## config.mk

```make
export PLATFORM = sky130hd
export DESIGN_NAME = autoreload_pwm_timer_core
export DESIGN_NICKNAME = d
export VERILOG_FILES = /design/src/autoreload_pwm_pkg.sv /design/src/autoreload_pwm_timer_core.sv
export SDC_FILE = /design/constraint.sdc
export NUM_CORES = 1
export LEC_CHECK = 0
export BUFFER_PORTS_ARGS = -buffer_cell sky130_fd_sc_hd__buf_4
export CORE_AREA = 2 2 149 180
export DETAILED_ROUTE_END_ITERATION = 8
export DIE_AREA = 0 0 151 182
export PLACE_DENSITY = 0.76
export SLEW_MARGIN = 30
export SYNTH_ARGS = -nofsm -noshare
export SYNTH_HDL_FRONTEND = slang
export SYNTH_SLANG_ARGS = --single-unit
export TNS_END_PERCENT = 30
```

## constraint.sdc

```tcl
create_clock -name clk_sys_i -period 3.9 [get_ports clk_sys_i]
set_input_delay 0.78 -clock clk_sys_i [delete_from_list [all_inputs] [get_ports clk_sys_i]]
set_output_delay 0.78 -clock clk_sys_i [all_outputs]
set_load 0.01 [all_outputs]
```

## src/autoreload_pwm_pkg.sv

```systemverilog
// Constants for the auto-reload PWM timer core
package autoreload_pwm_pkg;
    localparam int CNT_W = 12;
    localparam logic [11:0] CNT_MAX = 12'hFFF;
    localparam logic [11:0] CNT_RST = 12'h000;
    localparam int SLOW_DIV = 32;
    localparam int PRE_W = $clog2(SLOW_DIV);
    localparam logic [PRE_W-1:0] PRE_LAST = PRE_W'(SLOW_DIV - 1);
    // Register index map
    localparam logic [4:0] A_CTRL = 5'h00;
    localparam logic [4:0] A_CNT1_H = 5'h01;
    localparam logic [4:0] A_CNT1_L = 5'h02;
    localparam logic [4:0] A_RLD1_H = 5'h03;
    localparam logic [4:0] A_RLD1_L = 5'h04;
    localparam logic [4:0] A_OUT_EN = 5'h05;
    localparam logic [4:0] A_CHAN0 = 5'h06;
    localparam logic [4:0] A_BRK = 5'h0A;
    localparam logic [4:0] A_DUTY0_H = 5'h0B;
    localparam logic [4:0] A_CAP_H = 5'h13;
    localparam logic [4:0] A_CAP_L = 5'h14;
    localparam logic [4:0] A_CTRL2 = 5'h15;
    localparam logic [4:0] A_RLD2_H = 5'h16;
    localparam logic [4:0] A_RLD2_L = 5'h17;
    localparam logic [4:0] A_DT = 5'h18;
    // Control register fields
    localparam int B_CAPF = 6;
    localparam int B_CAPIE = 5;
    localparam int B_CLK_HI = 4;
    localparam int B_CLK_LO = 3;
    localparam int B_OVF = 2;
    localparam int B_OVF_IRQ_EN = 1;
    localparam int B_MATCH_IRQ_EN = 0;
    // Channel status, break, second control and dead-time fields
    localparam int B_INV = 1;
    localparam int B_MATCH = 0;
    localparam int B_BRK_ACT = 5;
    localparam int B_BRK_PEN = 4;
    localparam int B_XFER1 = 0;
    localparam int B_XFER2 = 1;
    localparam int B_DUAL = 2;
    localparam int B_CAPSRC = 3;
    localparam int B_DT_EN = 7;
    localparam logic [7:0] CTRL2_RST = 8'h03;
    localparam logic [6:0] DT_ZERO = 7'h00;
    // Counter clock selection
    localparam logic [1:0] CLK_OFF0 = 2'h0;
    localparam logic [1:0] CLK_SLOWTB = 2'h1;
    localparam logic [1:0] CLK_CPU = 2'h2;
    typedef enum logic [1:0] {
        DT1_LOW = 2'h0,
        DT1_WAIT = 2'h1,
        DT1_HIGH = 2'h2
    } dt1_state_type;
endpackage

```

## src/autoreload_pwm_timer_core.sv

```systemverilog
// Twelve-bit dual auto-reload timer with four PWM channels, break and capture
`timescale 1ns/1ps
// Operation
// - Copy preload duty at overflow if transfer enabled
// - Overflow drives wave outputs high
// - Duty match drives wave output low
// - Polarity change applied at overflow if transfer
// - Per-channel enable, disabled pin goes to port
// - Dead time gap between outputs zero and one
// - Dead-time writes take effect after overflow
// - Enabled zero dead time holds reset state
// - Dead-time edge placement for outputs zero, one
// - Break entered by pin or software write
// - Break pattern forced after polarity inverter
// - Break clears counters, reloads, duties, enables
// - Break release hands pins to port
// - Counter one duty match sets match flag
// - Compare on counter one; dual: channels 0,1
// - No compare match for zero duty
// - Capture edge latches counter, sets flag
// - Flag blocks captures; value read clears it
// - Source select picks second capture pin
// - Slow mode divides by 32; wait ignored
// - Halt stops; active-halt runs only on timebase
// - Overflow restarts counter one from reload
// - Clock select: off, timebase, CPU clock
// - Dual mode runs channels 2,3 from counter two
module autoreload_pwm_timer_core #(
    parameter int NCH = 4
) (
    input wire logic clk_sys_i,
    input wire logic reset_n_i,
    input wire logic [4:0] reg_addr_i,
    input wire logic [7:0] reg_wdata_i,
    input wire logic reg_wr_i,
    input wire logic reg_rd_i,
    output logic [7:0] reg_rdata_o,
    input wire logic timebase_tick_i,
    input wire logic slow_mode_i,
    input wire logic halt_mode_i,
    input wire logic active_halt_i,
    input wire logic brk_pin_n_i,
    input wire logic capture_pin_i,
    input wire logic lite_capture_pin_i,
    output logic [3:0] wave_out_o,
    output logic [3:0] wave_oe_o,
    output logic ovf_irq_o,
    output logic cap_cmp_irq_o
);
    localparam logic [11:0] MAXV = autoreload_pwm_pkg::CNT_MAX;
    localparam logic [11:0] ZERO = autoreload_pwm_pkg::CNT_RST;

    // Two-flop synchronisers for the pins, third stage for edge detect
    logic [2:0] sync1_q, sync2_q;
    logic cap_last_q;
    always_ff @(posedge clk_sys_i) begin
        if (!reset_n_i) begin
            sync1_q <= 3'h7;
            sync2_q <= 3'h7;
        end else begin
            sync1_q <= {lite_capture_pin_i, capture_pin_i, brk_pin_n_i};
            sync2_q <= sync1_q;
        end
    end

    logic [7:0] ctrl_q, ctrl2_q, brk_q, dt_reg_q, dt_act_q, rdata_q;
    logic [3:0] out_en_q, inv_pre_q, inv_act_q, match_q, raw_q, wave_q;
    logic [11:0] cnt1_q, cnt2_q, rld1_q, rld2_q, cap_q;
    logic [11:0] duty_pre_q [NCH];
    logic [11:0] duty_act_q [NCH];
    logic [autoreload_pwm_pkg::PRE_W-1:0] pre_q;
    logic ovf_flag_q, moved1_q;
    logic brk_on, dual, base_tick, halted, tick, ovf1, ovf2;
    logic cap_sel, cap_edge, rd_ctrl, rd_cap;
    logic [1:0] clk_sel;

    assign brk_on = brk_q[autoreload_pwm_pkg::B_BRK_ACT];
    assign dual = ctrl2_q[autoreload_pwm_pkg::B_DUAL];
    assign clk_sel = ctrl_q[autoreload_pwm_pkg::B_CLK_HI:autoreload_pwm_pkg::B_CLK_LO];

    // Write strobe decode shared by all register processes
    function automatic logic wr_at(input logic [4:0] a);
        wr_at = reg_wr_i && (reg_addr_i == a);
    endfunction

    // Counter clock source and power-mode gating
    always_comb begin
        case (clk_sel)
            autoreload_pwm_pkg::CLK_CPU: base_tick = 1'b1;
            autoreload_pwm_pkg::CLK_SLOWTB: base_tick = timebase_tick_i;
            default: base_tick = 1'b0;
        endcase
    end
    // Active-halt keeps running only on the slow timebase with overflow irq
    assign halted = halt_mode_i || (active_halt_i && !((clk_sel == autoreload_pwm_pkg::CLK_SLOWTB)
        && ctrl_q[autoreload_pwm_pkg::B_OVF_IRQ_EN]));
    assign tick = base_tick && !halted && !brk_on
        && (!slow_mode_i || pre_q == autoreload_pwm_pkg::PRE_LAST);
    assign ovf1 = tick && (cnt1_q == MAXV);
    assign ovf2 = tick && dual && (cnt2_q == MAXV);

    // Slow-mode prescaler, advanced on each source tick while not halted
    always_ff @(posedge clk_sys_i) begin
        if (!reset_n_i || !slow_mode_i) begin
            pre_q <= '0;
        end else if (base_tick && !halted) begin
            pre_q <= pre_q + 1'b1;
        end
    end

    // Counters restart from their reload value; break clears and stops them
    always_ff @(posedge clk_sys_i) begin
        if (!reset_n_i || brk_on) begin
            cnt1_q <= ZERO;
            cnt2_q <= ZERO;
            moved1_q <= 1'b0;
        end else begin
            moved1_q <= tick;
            if (tick) cnt1_q <= ovf1 ? rld1_q : cnt1_q + 1'b1;
            if (tick && dual) cnt2_q <= ovf2 ? rld2_q : cnt2_q + 1'b1;
        end
    end

    // Control register with overflow flag; a new overflow beats a read clear
    assign rd_ctrl = reg_rd_i && (reg_addr_i == autoreload_pwm_pkg::A_CTRL);
    always_ff @(posedge clk_sys_i) begin
        if (!reset_n_i) begin
            ctrl_q <= 8'h00;
            ovf_flag_q <= 1'b0;
        end else begin
            if (wr_at(autoreload_pwm_pkg::A_CTRL)) ctrl_q <= reg_wdata_i & 8'h3B;
            if (ovf1) ovf_flag_q <= 1'b1;
            else if (rd_ctrl) ovf_flag_q <= 1'b0;
        end
    end

    // Second control, dead-time buffer and break control
    always_ff @(posedge clk_sys_i) begin
        if (!reset_n_i) begin
            ctrl2_q <= autoreload_pwm_pkg::CTRL2_RST;
            dt_reg_q <= 8'h00;
            dt_act_q <= 8'h00;
            brk_q <= 8'h00;
        end else begin
            if (wr_at(autoreload_pwm_pkg::A_CTRL2)) ctrl2_q <= reg_wdata_i & 8'h0F;
            if (wr_at(autoreload_pwm_pkg::A_DT)) dt_reg_q <= reg_wdata_i;
            // Avoids distorting the cycle already in progress
            if (ovf1) dt_act_q <= dt_reg_q;
            if (wr_at(autoreload_pwm_pkg::A_BRK)) brk_q <= reg_wdata_i & 8'h3F;
            // Pin low wins over a simultaneous software clear
            if (brk_q[autoreload_pwm_pkg::B_BRK_PEN] && !sync2_q[0]) begin
                brk_q[autoreload_pwm_pkg::B_BRK_ACT] <= 1'b1;
            end
        end
    end

    // Reload values and output enables, all wiped by break
    always_ff @(posedge clk_sys_i) begin
        if (!reset_n_i || brk_on) begin
            rld1_q <= ZERO;
            rld2_q <= ZERO;
            out_en_q <= 4'h0;
        end else begin
            if (wr_at(autoreload_pwm_pkg::A_RLD1_H)) rld1_q[11:8] <= reg_wdata_i[3:0];
            if (wr_at(autoreload_pwm_pkg::A_RLD1_L)) rld1_q[7:0] <= reg_wdata_i;
            if (wr_at(autoreload_pwm_pkg::A_RLD2_H)) rld2_q[11:8] <= reg_wdata_i[3:0];
            if (wr_at(autoreload_pwm_pkg::A_RLD2_L)) rld2_q[7:0] <= reg_wdata_i;
            if (wr_at(autoreload_pwm_pkg::A_OUT_EN)) out_en_q <= reg_wdata_i[3:0];
        end
    end

    // Per-channel duty, polarity, compare and waveform
    logic [3:0] dt_pre;
    generate
        for (genvar i = 0; i < NCH; i++) begin : g_ch
            localparam logic [4:0] A_ST = autoreload_pwm_pkg::A_CHAN0 + 5'(i);
            localparam logic [4:0] A_DH = autoreload_pwm_pkg::A_DUTY0_H + 5'(2 * i);
            localparam logic [4:0] A_DL = A_DH + 5'h01;
            logic on2, ch_ovf, ch_xfer, ch_match;
            logic [11:0] ch_cnt;
            assign on2 = (i >= 2) && dual;
            assign ch_ovf = on2 ? ovf2 : ovf1;
            assign ch_xfer = ctrl2_q[on2 ? autoreload_pwm_pkg::B_XFER2
                : autoreload_pwm_pkg::B_XFER1];
            assign ch_cnt = on2 ? cnt2_q : cnt1_q;
            // Output compare only on counter one, never on a zero duty
            assign ch_match = moved1_q && (cnt1_q == duty_act_q[i])
                && (duty_act_q[i] != ZERO) && (i < 2 || !dual);

            always_ff @(posedge clk_sys_i) begin
                if (!reset_n_i || brk_on) begin
                    duty_pre_q[i] <= ZERO;
                    duty_act_q[i] <= ZERO;
                end else begin
                    if (wr_at(A_DH)) duty_pre_q[i][11:8] <= reg_wdata_i[3:0];
                    if (wr_at(A_DL)) duty_pre_q[i][7:0] <= reg_wdata_i;
                    if (ch_ovf && ch_xfer) duty_act_q[i] <= duty_pre_q[i];
                end
            end

            // Without transfer enable the inversion applies at once
            always_ff @(posedge clk_sys_i) begin
                if (!reset_n_i) begin
                    inv_pre_q[i] <= 1'b0;
                    inv_act_q[i] <= 1'b0;
                    match_q[i] <= 1'b0;
                end else begin
                    if (wr_at(A_ST)) inv_pre_q[i] <= reg_wdata_i[autoreload_pwm_pkg::B_INV];
                    if (!ch_xfer || ch_ovf) inv_act_q[i] <= inv_pre_q[i];
                    if (ch_match) match_q[i] <= 1'b1;
                    else if (reg_rd_i && reg_addr_i == A_ST) match_q[i] <= 1'b0;
                end
            end

            // Raw wave: high from overflow, low as the count steps onto the duty
            always_ff @(posedge clk_sys_i) begin
                if (!reset_n_i || brk_on) raw_q[i] <= 1'b0;
                else if (ch_ovf) raw_q[i] <= 1'b1;
                else if (tick && ch_cnt + 12'h001 == duty_act_q[i]) raw_q[i] <= 1'b0;
            end
        end
    endgenerate

    // Dead-time generator for the half-bridge pair, in counter-one ticks
    autoreload_pwm_pkg::dt1_state_type dt1_q;
    logic [6:0] dt0_cnt_q, dt1_cnt_q, dt_len;
    logic dt_on, dt_bad;
    assign dt_len = dt_act_q[6:0];
    assign dt_bad = dt_act_q[autoreload_pwm_pkg::B_DT_EN]
        && (dt_len == autoreload_pwm_pkg::DT_ZERO);
    assign dt_on = dt_act_q[autoreload_pwm_pkg::B_DT_EN] && !dt_bad;
    always_ff @(posedge clk_sys_i) begin
        if (!reset_n_i || brk_on) dt0_cnt_q <= 7'h00;
        else if (ovf1) dt0_cnt_q <= dt_len;
        else if (tick && dt0_cnt_q != 7'h00) dt0_cnt_q <= dt0_cnt_q - 1'b1;
    end
    always_ff @(posedge clk_sys_i) begin
        if (!reset_n_i || brk_on) begin
            dt1_q <= autoreload_pwm_pkg::DT1_LOW;
            dt1_cnt_q <= 7'h00;
        end else if (ovf1) begin
            dt1_q <= autoreload_pwm_pkg::DT1_LOW;
        end else begin
            case (dt1_q)
                autoreload_pwm_pkg::DT1_LOW: begin
                    if (raw_q[0] && tick && cnt1_q + 12'h001 == duty_act_q[0]) begin
                        dt1_q <= autoreload_pwm_pkg::DT1_WAIT;
                        dt1_cnt_q <= dt_len;
                    end
                end
                autoreload_pwm_pkg::DT1_WAIT: begin
                    if (tick && dt1_cnt_q <= 7'h01) dt1_q <= autoreload_pwm_pkg::DT1_HIGH;
                    else if (tick) dt1_cnt_q <= dt1_cnt_q - 1'b1;
                end
                autoreload_pwm_pkg::DT1_HIGH: dt1_q <= autoreload_pwm_pkg::DT1_HIGH;
                default: dt1_q <= autoreload_pwm_pkg::DT1_LOW;
            endcase
        end
    end

    // Output stage: dead time, then polarity, then break pattern on top
    always_comb begin
        dt_pre = raw_q;
        if (dt_on) begin
            dt_pre[0] = raw_q[0] && (dt0_cnt_q == 7'h00);
            dt_pre[1] = (dt1_q == autoreload_pwm_pkg::DT1_HIGH);
        end
        if (dt_bad) begin
            dt_pre = 4'h0;
        end
    end
    always_ff @(posedge clk_sys_i) begin
        if (!reset_n_i) begin
            wave_q <= 4'h0;
        end else if (brk_on) begin
            wave_q <= brk_q[3:0];
        end else begin
            wave_q <= dt_pre ^ inv_act_q;
        end
    end
    assign wave_out_o = wave_q;
    // After break release the cleared enables return pins to the port
    assign wave_oe_o = out_en_q | {4{brk_on}};

    // Input capture; the flag blocks later edges until a value read
    assign cap_sel = ctrl2_q[autoreload_pwm_pkg::B_CAPSRC] ? sync2_q[2] : sync2_q[1];
    assign cap_edge = cap_sel != cap_last_q;
    assign rd_cap = reg_rd_i && (reg_addr_i == autoreload_pwm_pkg::A_CAP_H
        || reg_addr_i == autoreload_pwm_pkg::A_CAP_L);
    always_ff @(posedge clk_sys_i) begin
        if (!reset_n_i) cap_last_q <= 1'b1;
        else cap_last_q <= cap_sel;
    end
    logic capf_q;
    always_ff @(posedge clk_sys_i) begin
        if (!reset_n_i) begin
            capf_q <= 1'b0;
        end else if (cap_edge && !capf_q) begin
            capf_q <= 1'b1;
        end else if (rd_cap && capf_q) begin
            capf_q <= 1'b0;
        end
    end
    always_ff @(posedge clk_sys_i) begin
        if (!reset_n_i) begin
            cap_q <= ZERO;
        end else if (cap_edge && !capf_q) begin
            cap_q <= cnt1_q;
        end
    end

    // Request lines for the system interrupt controller
    assign ovf_irq_o = ovf_flag_q && ctrl_q[autoreload_pwm_pkg::B_OVF_IRQ_EN];
    assign cap_cmp_irq_o = (capf_q && ctrl_q[autoreload_pwm_pkg::B_CAPIE])
        || ((|match_q) && ctrl_q[autoreload_pwm_pkg::B_MATCH_IRQ_EN]);

    // Read data registered, valid the cycle after the strobe
    always_ff @(posedge clk_sys_i) begin
        if (!reset_n_i) begin
            rdata_q <= 8'h00;
        end else if (reg_rd_i) begin
            case (reg_addr_i)
                autoreload_pwm_pkg::A_CTRL: rdata_q <= {1'b0, capf_q, ctrl_q[5:3],
                    ovf_flag_q, ctrl_q[1:0]};
                autoreload_pwm_pkg::A_CNT1_H: rdata_q <= {4'h0, cnt1_q[11:8]};
                autoreload_pwm_pkg::A_CNT1_L: rdata_q <= cnt1_q[7:0];
                autoreload_pwm_pkg::A_RLD1_H: rdata_q <= {4'h0, rld1_q[11:8]};
                autoreload_pwm_pkg::A_RLD1_L: rdata_q <= rld1_q[7:0];
                autoreload_pwm_pkg::A_OUT_EN: rdata_q <= {4'h0, out_en_q};
                autoreload_pwm_pkg::A_BRK: rdata_q <= brk_q;
                autoreload_pwm_pkg::A_CAP_H: rdata_q <= {4'h0, cap_q[11:8]};
                autoreload_pwm_pkg::A_CAP_L: rdata_q <= cap_q[7:0];
                autoreload_pwm_pkg::A_CTRL2: rdata_q <= ctrl2_q;
                autoreload_pwm_pkg::A_RLD2_H: rdata_q <= {4'h0, rld2_q[11:8]};
                autoreload_pwm_pkg::A_RLD2_L: rdata_q <= rld2_q[7:0];
                autoreload_pwm_pkg::A_DT: rdata_q <= dt_reg_q;
                default: rdata_q <= chan_or_duty(reg_addr_i);
            endcase
        end
    end
    assign reg_rdata_o = rdata_q;

    // Channel status and preload duty read-back; unmapped reads zero
    function automatic logic [7:0] chan_or_duty(input logic [4:0] a);
        logic [4:0] d;
        d = a - autoreload_pwm_pkg::A_DUTY0_H;
        chan_or_duty = 8'h00;
        for (int k = 0; k < NCH; k++) begin
            if (a == autoreload_pwm_pkg::A_CHAN0 + 5'(k)) begin
                chan_or_duty = {6'h00, inv_pre_q[k], match_q[k]};
            end
            if (a >= autoreload_pwm_pkg::A_DUTY0_H && d[4:1] == 4'(k)) begin
                chan_or_duty = d[0] ? duty_pre_q[k][7:0] : {4'h0, duty_pre_q[k][11:8]};
            end
        end
    endfunction
endmodule

```

==> flow_summary.toml, run 1 <==
[sta]
finalHoldViolCount = 0
drv_slew = 0
worst_slew_pin_slew_ns = 0.9825
setup_viol = 0
grt_setup_unrepaired = "false"
fin_ws_ns = 0.4966
slew_headroom = 0.3450
setup_tns_ns = 0
finalCritPeriodShare = 0.8727
period_needed_ns = 3.403
fmax_mhz = 293.8
skew_ns = 0.02041

[synthesis]
synth_fp_nets = 1602
yosys.area_share.simple = 0.2428
syn_avg_cell_area_sq_um = 8.943
synthFlopType = "dfxtp_1"
synth_seq_area_share = 0.4279
synth_cell_types = 84
synth_area_leader_cell = "dfxtp_1"
netlist_top_cells_count = "186 x nand2_1, 154 x dfxtp_1, 103 x and2_1"
synth-edff-count = 96
syn_area_sq_um = 13940
synth_xor_area_frac = 0.06847
yosys_warnings = 0
synth_compound_gate_area_share = 0.1632
synth_top_area_frac = 0.2211
synthTopCellsByArea = "dfxtp_1 22%, edfxtp_1 21%, nand2_1 5.0%"
synth_fa_ha_area_frac = 0.01705
yosysMostFrequentCell = "nand2_1"
synth-seq-cells = 250
async_flop_share = 0
synthMuxAreaShare = 0.04353
syn_inst = 1559
synth_top_family_by_area = "simple AND/OR/NAND/NOR gates"

[run]
cap_violations = 0

[critical_path]
reg2regPathDepth = 7
cp.arrival_ns = 3.83
reg2reg_setup_slack_ns = 0.50
crit_chain = "nand3_2 > nor2_2 > xnor2_1 > a2111oi_2 > a41o_1 > nand3_1 > a32o_1"
critical_path.max_fanout = 11
cpPeakStageDelay_ns = 0.84
cp-start-kind = "register"
cp_slowest_cell = "dfxtp_1"
crit-reg2reg-capture = "dt1_cnt_q[6]"
required_ns = 4.33
crit_type = "reg -> reg"
crit_path_end_kind = "register"
r2r_start = "cnt1_q[4]"

[clock_tree]
cts_setup_buffers = 0
clk_pin_slew_ns = 0.07
cts.sinks = 250
clk_latency_ns = 0.54
clk_path_buf_depth = 3
cts_tree = "built"
cts-buffers-inserted = 25
clockRootBuffer = "clkbuf_16"
cts_repair_resize_count = 0
h-tree-depth = 1
hold_buffers = 0

[placed_design]
pre_cts_ws_ns = 0.4709
io_buffers = 41
dpl.hpwl_mm = 33.28
finalWeightedCongestion = 0.9949

[floorplanning]
start_util = 0.5391
die-width_microns = 151
core_sq_um = 25860
die_area_sq_um = 27480
die_h_microns = 182
io_pins = 42
num_rows = 65

[grt]
grt_pass1_wl_mm = 68.61
grt.overflow.total = 0
track_usage = 0.3304
grt_pass1_vias = 11605
grt_max_degree = 72
antenna_found_initial = 2

[min_path]
min_to = "sync2_q[2]"
hp-class = "reg -> reg"
hold_depth = 1
holdCritStartpoint = "sync1_q[2]"

[route]
wirelength_mm = 45.51
drtPass1Iterations = 7
ant_nets = 0
viasPerCell = 6.405
routedWlPerCell_microns = 23.64
vias = 12330
drc = 0
drtIter0Drc = 1667

[layout]
areaGrowthSynthToFinish_pct = 11.19
n_antenna_cell = 0
regArea_sq_um = 5966
num-nets-final = 1615
multi_input_area_sq_um = 7476
drive_gt1_frac = 0.1113
fillCellCount = 2251

[power_and_ir_drop]
power.density_nw_per_um2 = 377.0
total_leakage_power_nw = 5.576
ir_worst_vdd_v = 0.0004342

[run_status]
outcome = "complete, no violations"
==> per-stage QoR <==
step	cells	util	hold slack [ns]	instance area, sq um	total power, mW
floorplan	1559	-	0.3863	13940	3.163
global placement	1880	0.5663	0.3925	14650	3.336
detailed placement	1880	0.5663	0.3967	14650	3.340
CTS	1925	0.5994	0.4112	15500	5.842
global route	1925	0.5994	0.4200	15500	5.986
finish	1925	0.5994	0.4086	15500	5.844
==> state kept, by name, summed over array words and instances, names as in the netlist, 4 cells and up <==
register     cells
wave_out_o       4
inv_act_q        4
cnt1_q          12
raw_q            4
dt_reg_q         8
match_q          4
inv_pre_q        4
duty_act_q      48
dt_act_q         8
rld2_q          12
rld1_q          12
reg_rdata_o      8
duty_pre_q      48
dt0_cnt_q        7
out_en_q         4
ctrl_q           5
dt1_cnt_q        7
ctrl2_q          4
cnt2_q          12
pre_q            5
cap_q           12
brk_q            6
==> area by class of cell <==
type / instances / share of cell area
Clock buffer: 27 / 0.04213
Timing Repair Buffer: 89 / 0.04310
Multi-Input combinational cell: 1175 / 0.4822
Sequential cell: 250 / 0.3848
Clock inverter: 18 / 0.01316
Inverter: 31 / 0.007506
Tap cell: 335 / 0.02704
==> worst max-delay path by stage <==
stage               cells past startpoint  slack (ns)                to          start
floorplan                              11        0.45    reg_rdata_o[3]  reg_addr_i[0]
global placement                        9        0.59         cnt2_q[7]    halt_mode_i
detailed placement                      9        0.47  duty_act_q[1][5]    halt_mode_i
CTS                                     7        0.57      dt1_cnt_q[0]      cnt1_q[4]
global route                            7        0.37      dt1_cnt_q[6]      cnt1_q[4]
finish                                  7        0.50      dt1_cnt_q[6]      cnt1_q[4]
==> cells by family after synthesis <==
family,Yosys count
simple gates,660
compound gates,331
flops,250
buf+inv,134
xor+xnor,109
mux,56
fa+ha+maj,19
==> critical path, delay by kind of cell (launching register included) <==
family,cells,cell delay [ns]
and+or+nand+nor,3,0.83
DFF,1,0.84
AOI/OAI and AO/OA,3,1.48
xor gates and xnor gates,1,0.12
==> metal layers <==
metal,track usage,share of wire,wire (microns),vias to the layer above
met5,0,0.00018,8,-
met4,0.1963,0.072,3261,2
met3,0.04925,0.10,4560,199
met2,0.5213,0.45,20550,711
met1,0.4281,0.38,17130,5789
li1,-,-,-,5629
==> layout by cell type (no fill, tap or decap), types with 17 or more instances in the layout <==
cell | netlist | routed
a21boi_0 | 41 | 41
and2_1 | 103 | 103
nor3_1 | 28 | 28
nand2_1 | 186 | 186
nor2b_1 | 27 | 26
dfxtp_1 | 154 | 154
nor4_1 | 30 | 29
buf_4 | 1 | 89
nor2_1 | 86 | 86
edfxtp_1 | 96 | 96
xnor2_1 | 60 | 60
ha_1 | 19 | 19
mux2i_1 | 37 | 37
inv_1 | 31 | 31
a21oi_1 | 87 | 87
mux2_2 | 17 | 17
xor2_1 | 49 | 49
clkbuf_16 | 0 | 25
nand3_1 | 91 | 91
nand4_1 | 25 | 25
a22oi_1 | 19 | 19
nand2b_1 | 27 | 26
o21ai_0 | 55 | 55
==> report_power, final <==
group	total, mW	internal, mW	leakage (nW)	switching, mW
Combinational	0.473	0.162	2.92	0.311
Clock	2.55	1.48	0.417	1.07
Sequential	2.82	2.77	2.24	0.0586
Power figures use the tool's default switching activity.
==> run 2: changes to the inputs <==
--- a/config.mk
+++ b/config.mk
@@ -6,10 +6,13 @@
 export NUM_CORES = 1
 export LEC_CHECK = 0
 export BUFFER_PORTS_ARGS = -buffer_cell sky130_fd_sc_hd__buf_4
-export CORE_AREA = 2 2 149 180
+export CELL_PAD_IN_SITES_DETAIL_PLACEMENT = 0
+export CELL_PAD_IN_SITES_GLOBAL_PLACEMENT = 2
+export CORE_AREA = 2 2 174 210
+export CTS_BUF_LIST = sky130_fd_sc_hd__clkbuf_16
 export DETAILED_ROUTE_END_ITERATION = 8
-export DIE_AREA = 0 0 151 182
-export PLACE_DENSITY = 0.76
+export DIE_AREA = 0 0 176 212
+export PLACE_DENSITY = 0.85
 export SLEW_MARGIN = 30
 export SYNTH_ARGS = -nofsm -noshare
 export SYNTH_HDL_FRONTEND = slang
==> flow_summary.toml, run 2 (synthesis results as in run 1) <==
[layout]
num-nets-final = 1613
layout_commonest_cell = "nand2_1"
n_antenna_cell = 0
drive_gt1_frac = 0.1082
reg_top3 = "duty_act_q (48), duty_pre_q (48)"
areaGrowthSynthToFinish_pct = 12.11
fillCellCount = 3493
layout_common_cells = "186 x nand2_1, 154 x dfxtp_1, 103 x and2_1, 96 x edfxtp_1, 91 x nand3_1"

[clock_tree]
clockRootBuffer = "clkbuf_16"
clk_latency_ns = 0.55
h-tree-depth = 1
clk_pin_slew_ns = 0.06
cts_repair_resize_count = 0
cts_tree = "built"
cts_setup_buffers = 0
hold_buffers = 0
cts.sinks = 250
clk_path_buf_depth = 3
cts-buffers-inserted = 26

[floorplanning]
core_sq_um = 35470
die_area_sq_um = 37310
start_util = 0.3931
num_rows = 76
die_h_microns = 212
io_pins = 42
die-width_microns = 176

[grt]
grt_max_degree = 61
grt.overflow.total = 0
grt_pass1_wl_mm = 71.91
track_usage = 0.2563
grt_pass1_vias = 11622
antenna_found_initial = 0

[placed_design]
io_buffers = 41
dpl.hpwl_mm = 35.53
finalWeightedCongestion = 0.9271

[critical_path]
cpPeakStageDelay_ns = 0.69
cp-start-kind = "register"
crit_chain = "buf_4 > nand4_4 > nor3_2 > xor2_1 > a2111oi_2 > a41oi_2 > o31a_1 > a311oi_2"
crit_type = "reg -> reg"
cp.arrival_ns = 4.00
required_ns = 4.37
critical_path.max_fanout = 10
cp_slowest_cell = "dfxtp_1"
crit_path_end_kind = "register"

[sta]
fmax_mhz = 283.2
period_needed_ns = 3.531
grt_setup_unrepaired = "false"
finalCritPeriodShare = 0.9054
finalHoldViolCount = 0
slew_headroom = 0.3796
setup_tns_ns = 0
setup_viol = 0
drv_slew = 0
skew_ns = 0.01637
worst_slew_pin_slew_ns = 0.9306

[route]
drc = 0
wirelength_mm = 47.95
ant_nets = 0
vias = 12037
viasPerCell = 5.849
drtPass1Iterations = 6
routedWlPerCell_microns = 23.30
drtIter0Drc = 1001

[power_and_ir_drop]
power.total_mw = 5.741
total_leakage_power_nw = 5.584
ir_worst_vdd_v = 0.0002786
power.density_nw_per_um2 = 367.3

[run]
cap_violations = 0

[run_status]
outcome = "complete, no violations"

[min_path]
hp-class = "reg -> reg"
[run 2: cell count changes in the layout (fill, tap and decap cells not counted), sizes merged]
cell	previous run	this run
buf	89	86
clkinvlp	2	1
bufinv	4	2
inv	34	39
clkinv	9	10
[run 2: path summary, 6_finish.rpt]
kind	start	to	slack [ns]	cells after the start
worst max-delay path	cnt1_q[2]	dt1_cnt_q[0]	0.37	8
worst max register to register	cnt1_q[2]	dt1_cnt_q[0]	0.37	8
worst min register to register	sync1_q[2]	sync2_q[2]	0.41	1
worst min-delay path	sync1_q[2]	sync2_q[2]	0.41	1
[run 2: metal layers]
layer / share of wire / global-route usage / vias to the layer above
li1: - / - / 5642
met1: 0.41 / 0.3234 / 5780
met2: 0.47 / 0.4211 / 485
met3: 0.065 / 0.03934 / 130
met4: 0.056 / 0.1414 / 0
met5: 0 / 0 / -
[run 2: where the power goes]
group	switching, mW	internal (mW)
logic	0.313	0.160
registers	0.0586	2.77
clock network	1.06	1.38
[run 2: layout make-up]
class | count | area [sq um] | area share
repair buffers | 86 | 658.1 | 0.04211
flip-flops and latches | 250 | 5966 | 0.3817
well taps | 468 | 585.6 | 0.03746
clock buffers | 27 | 675.6 | 0.04323
multi-input cells | 1175 | 7481 | 0.4786
inverters | 31 | 116.4 | 0.007445
clock inverters | 21 | 147.6 | 0.009446
[run 2: critical path, delay by kind of cell (launching register included)]
kind | cells | cell delay (ns)
and+or+nand+nor | 2 | 0.72
buffers and inverters | 1 | 0.31
AOI/OAI and AO/OA | 4 | 1.57
xor gates and xnor gates | 1 | 0.15
DFF | 1 | 0.69
[run 2: per-stage QoR]
stage	hold slack, ns	utilization	instances	instance area, sq um	worst slack (ns)
2_1_floorplan	0.3863	-	1559	13940	0.4464
3_3_place_gp	0.3897	0.4173	2010	14800	0.5207
3_5_place_dp	0.3944	0.4173	2010	14800	0.4522
4_1_cts	0.3938	0.4405	2058	15630	0.4358
5_1_grt	0.4187	0.4407	2058	15630	0.2760
6_report	0.4065	0.4407	2058	15630	0.3688
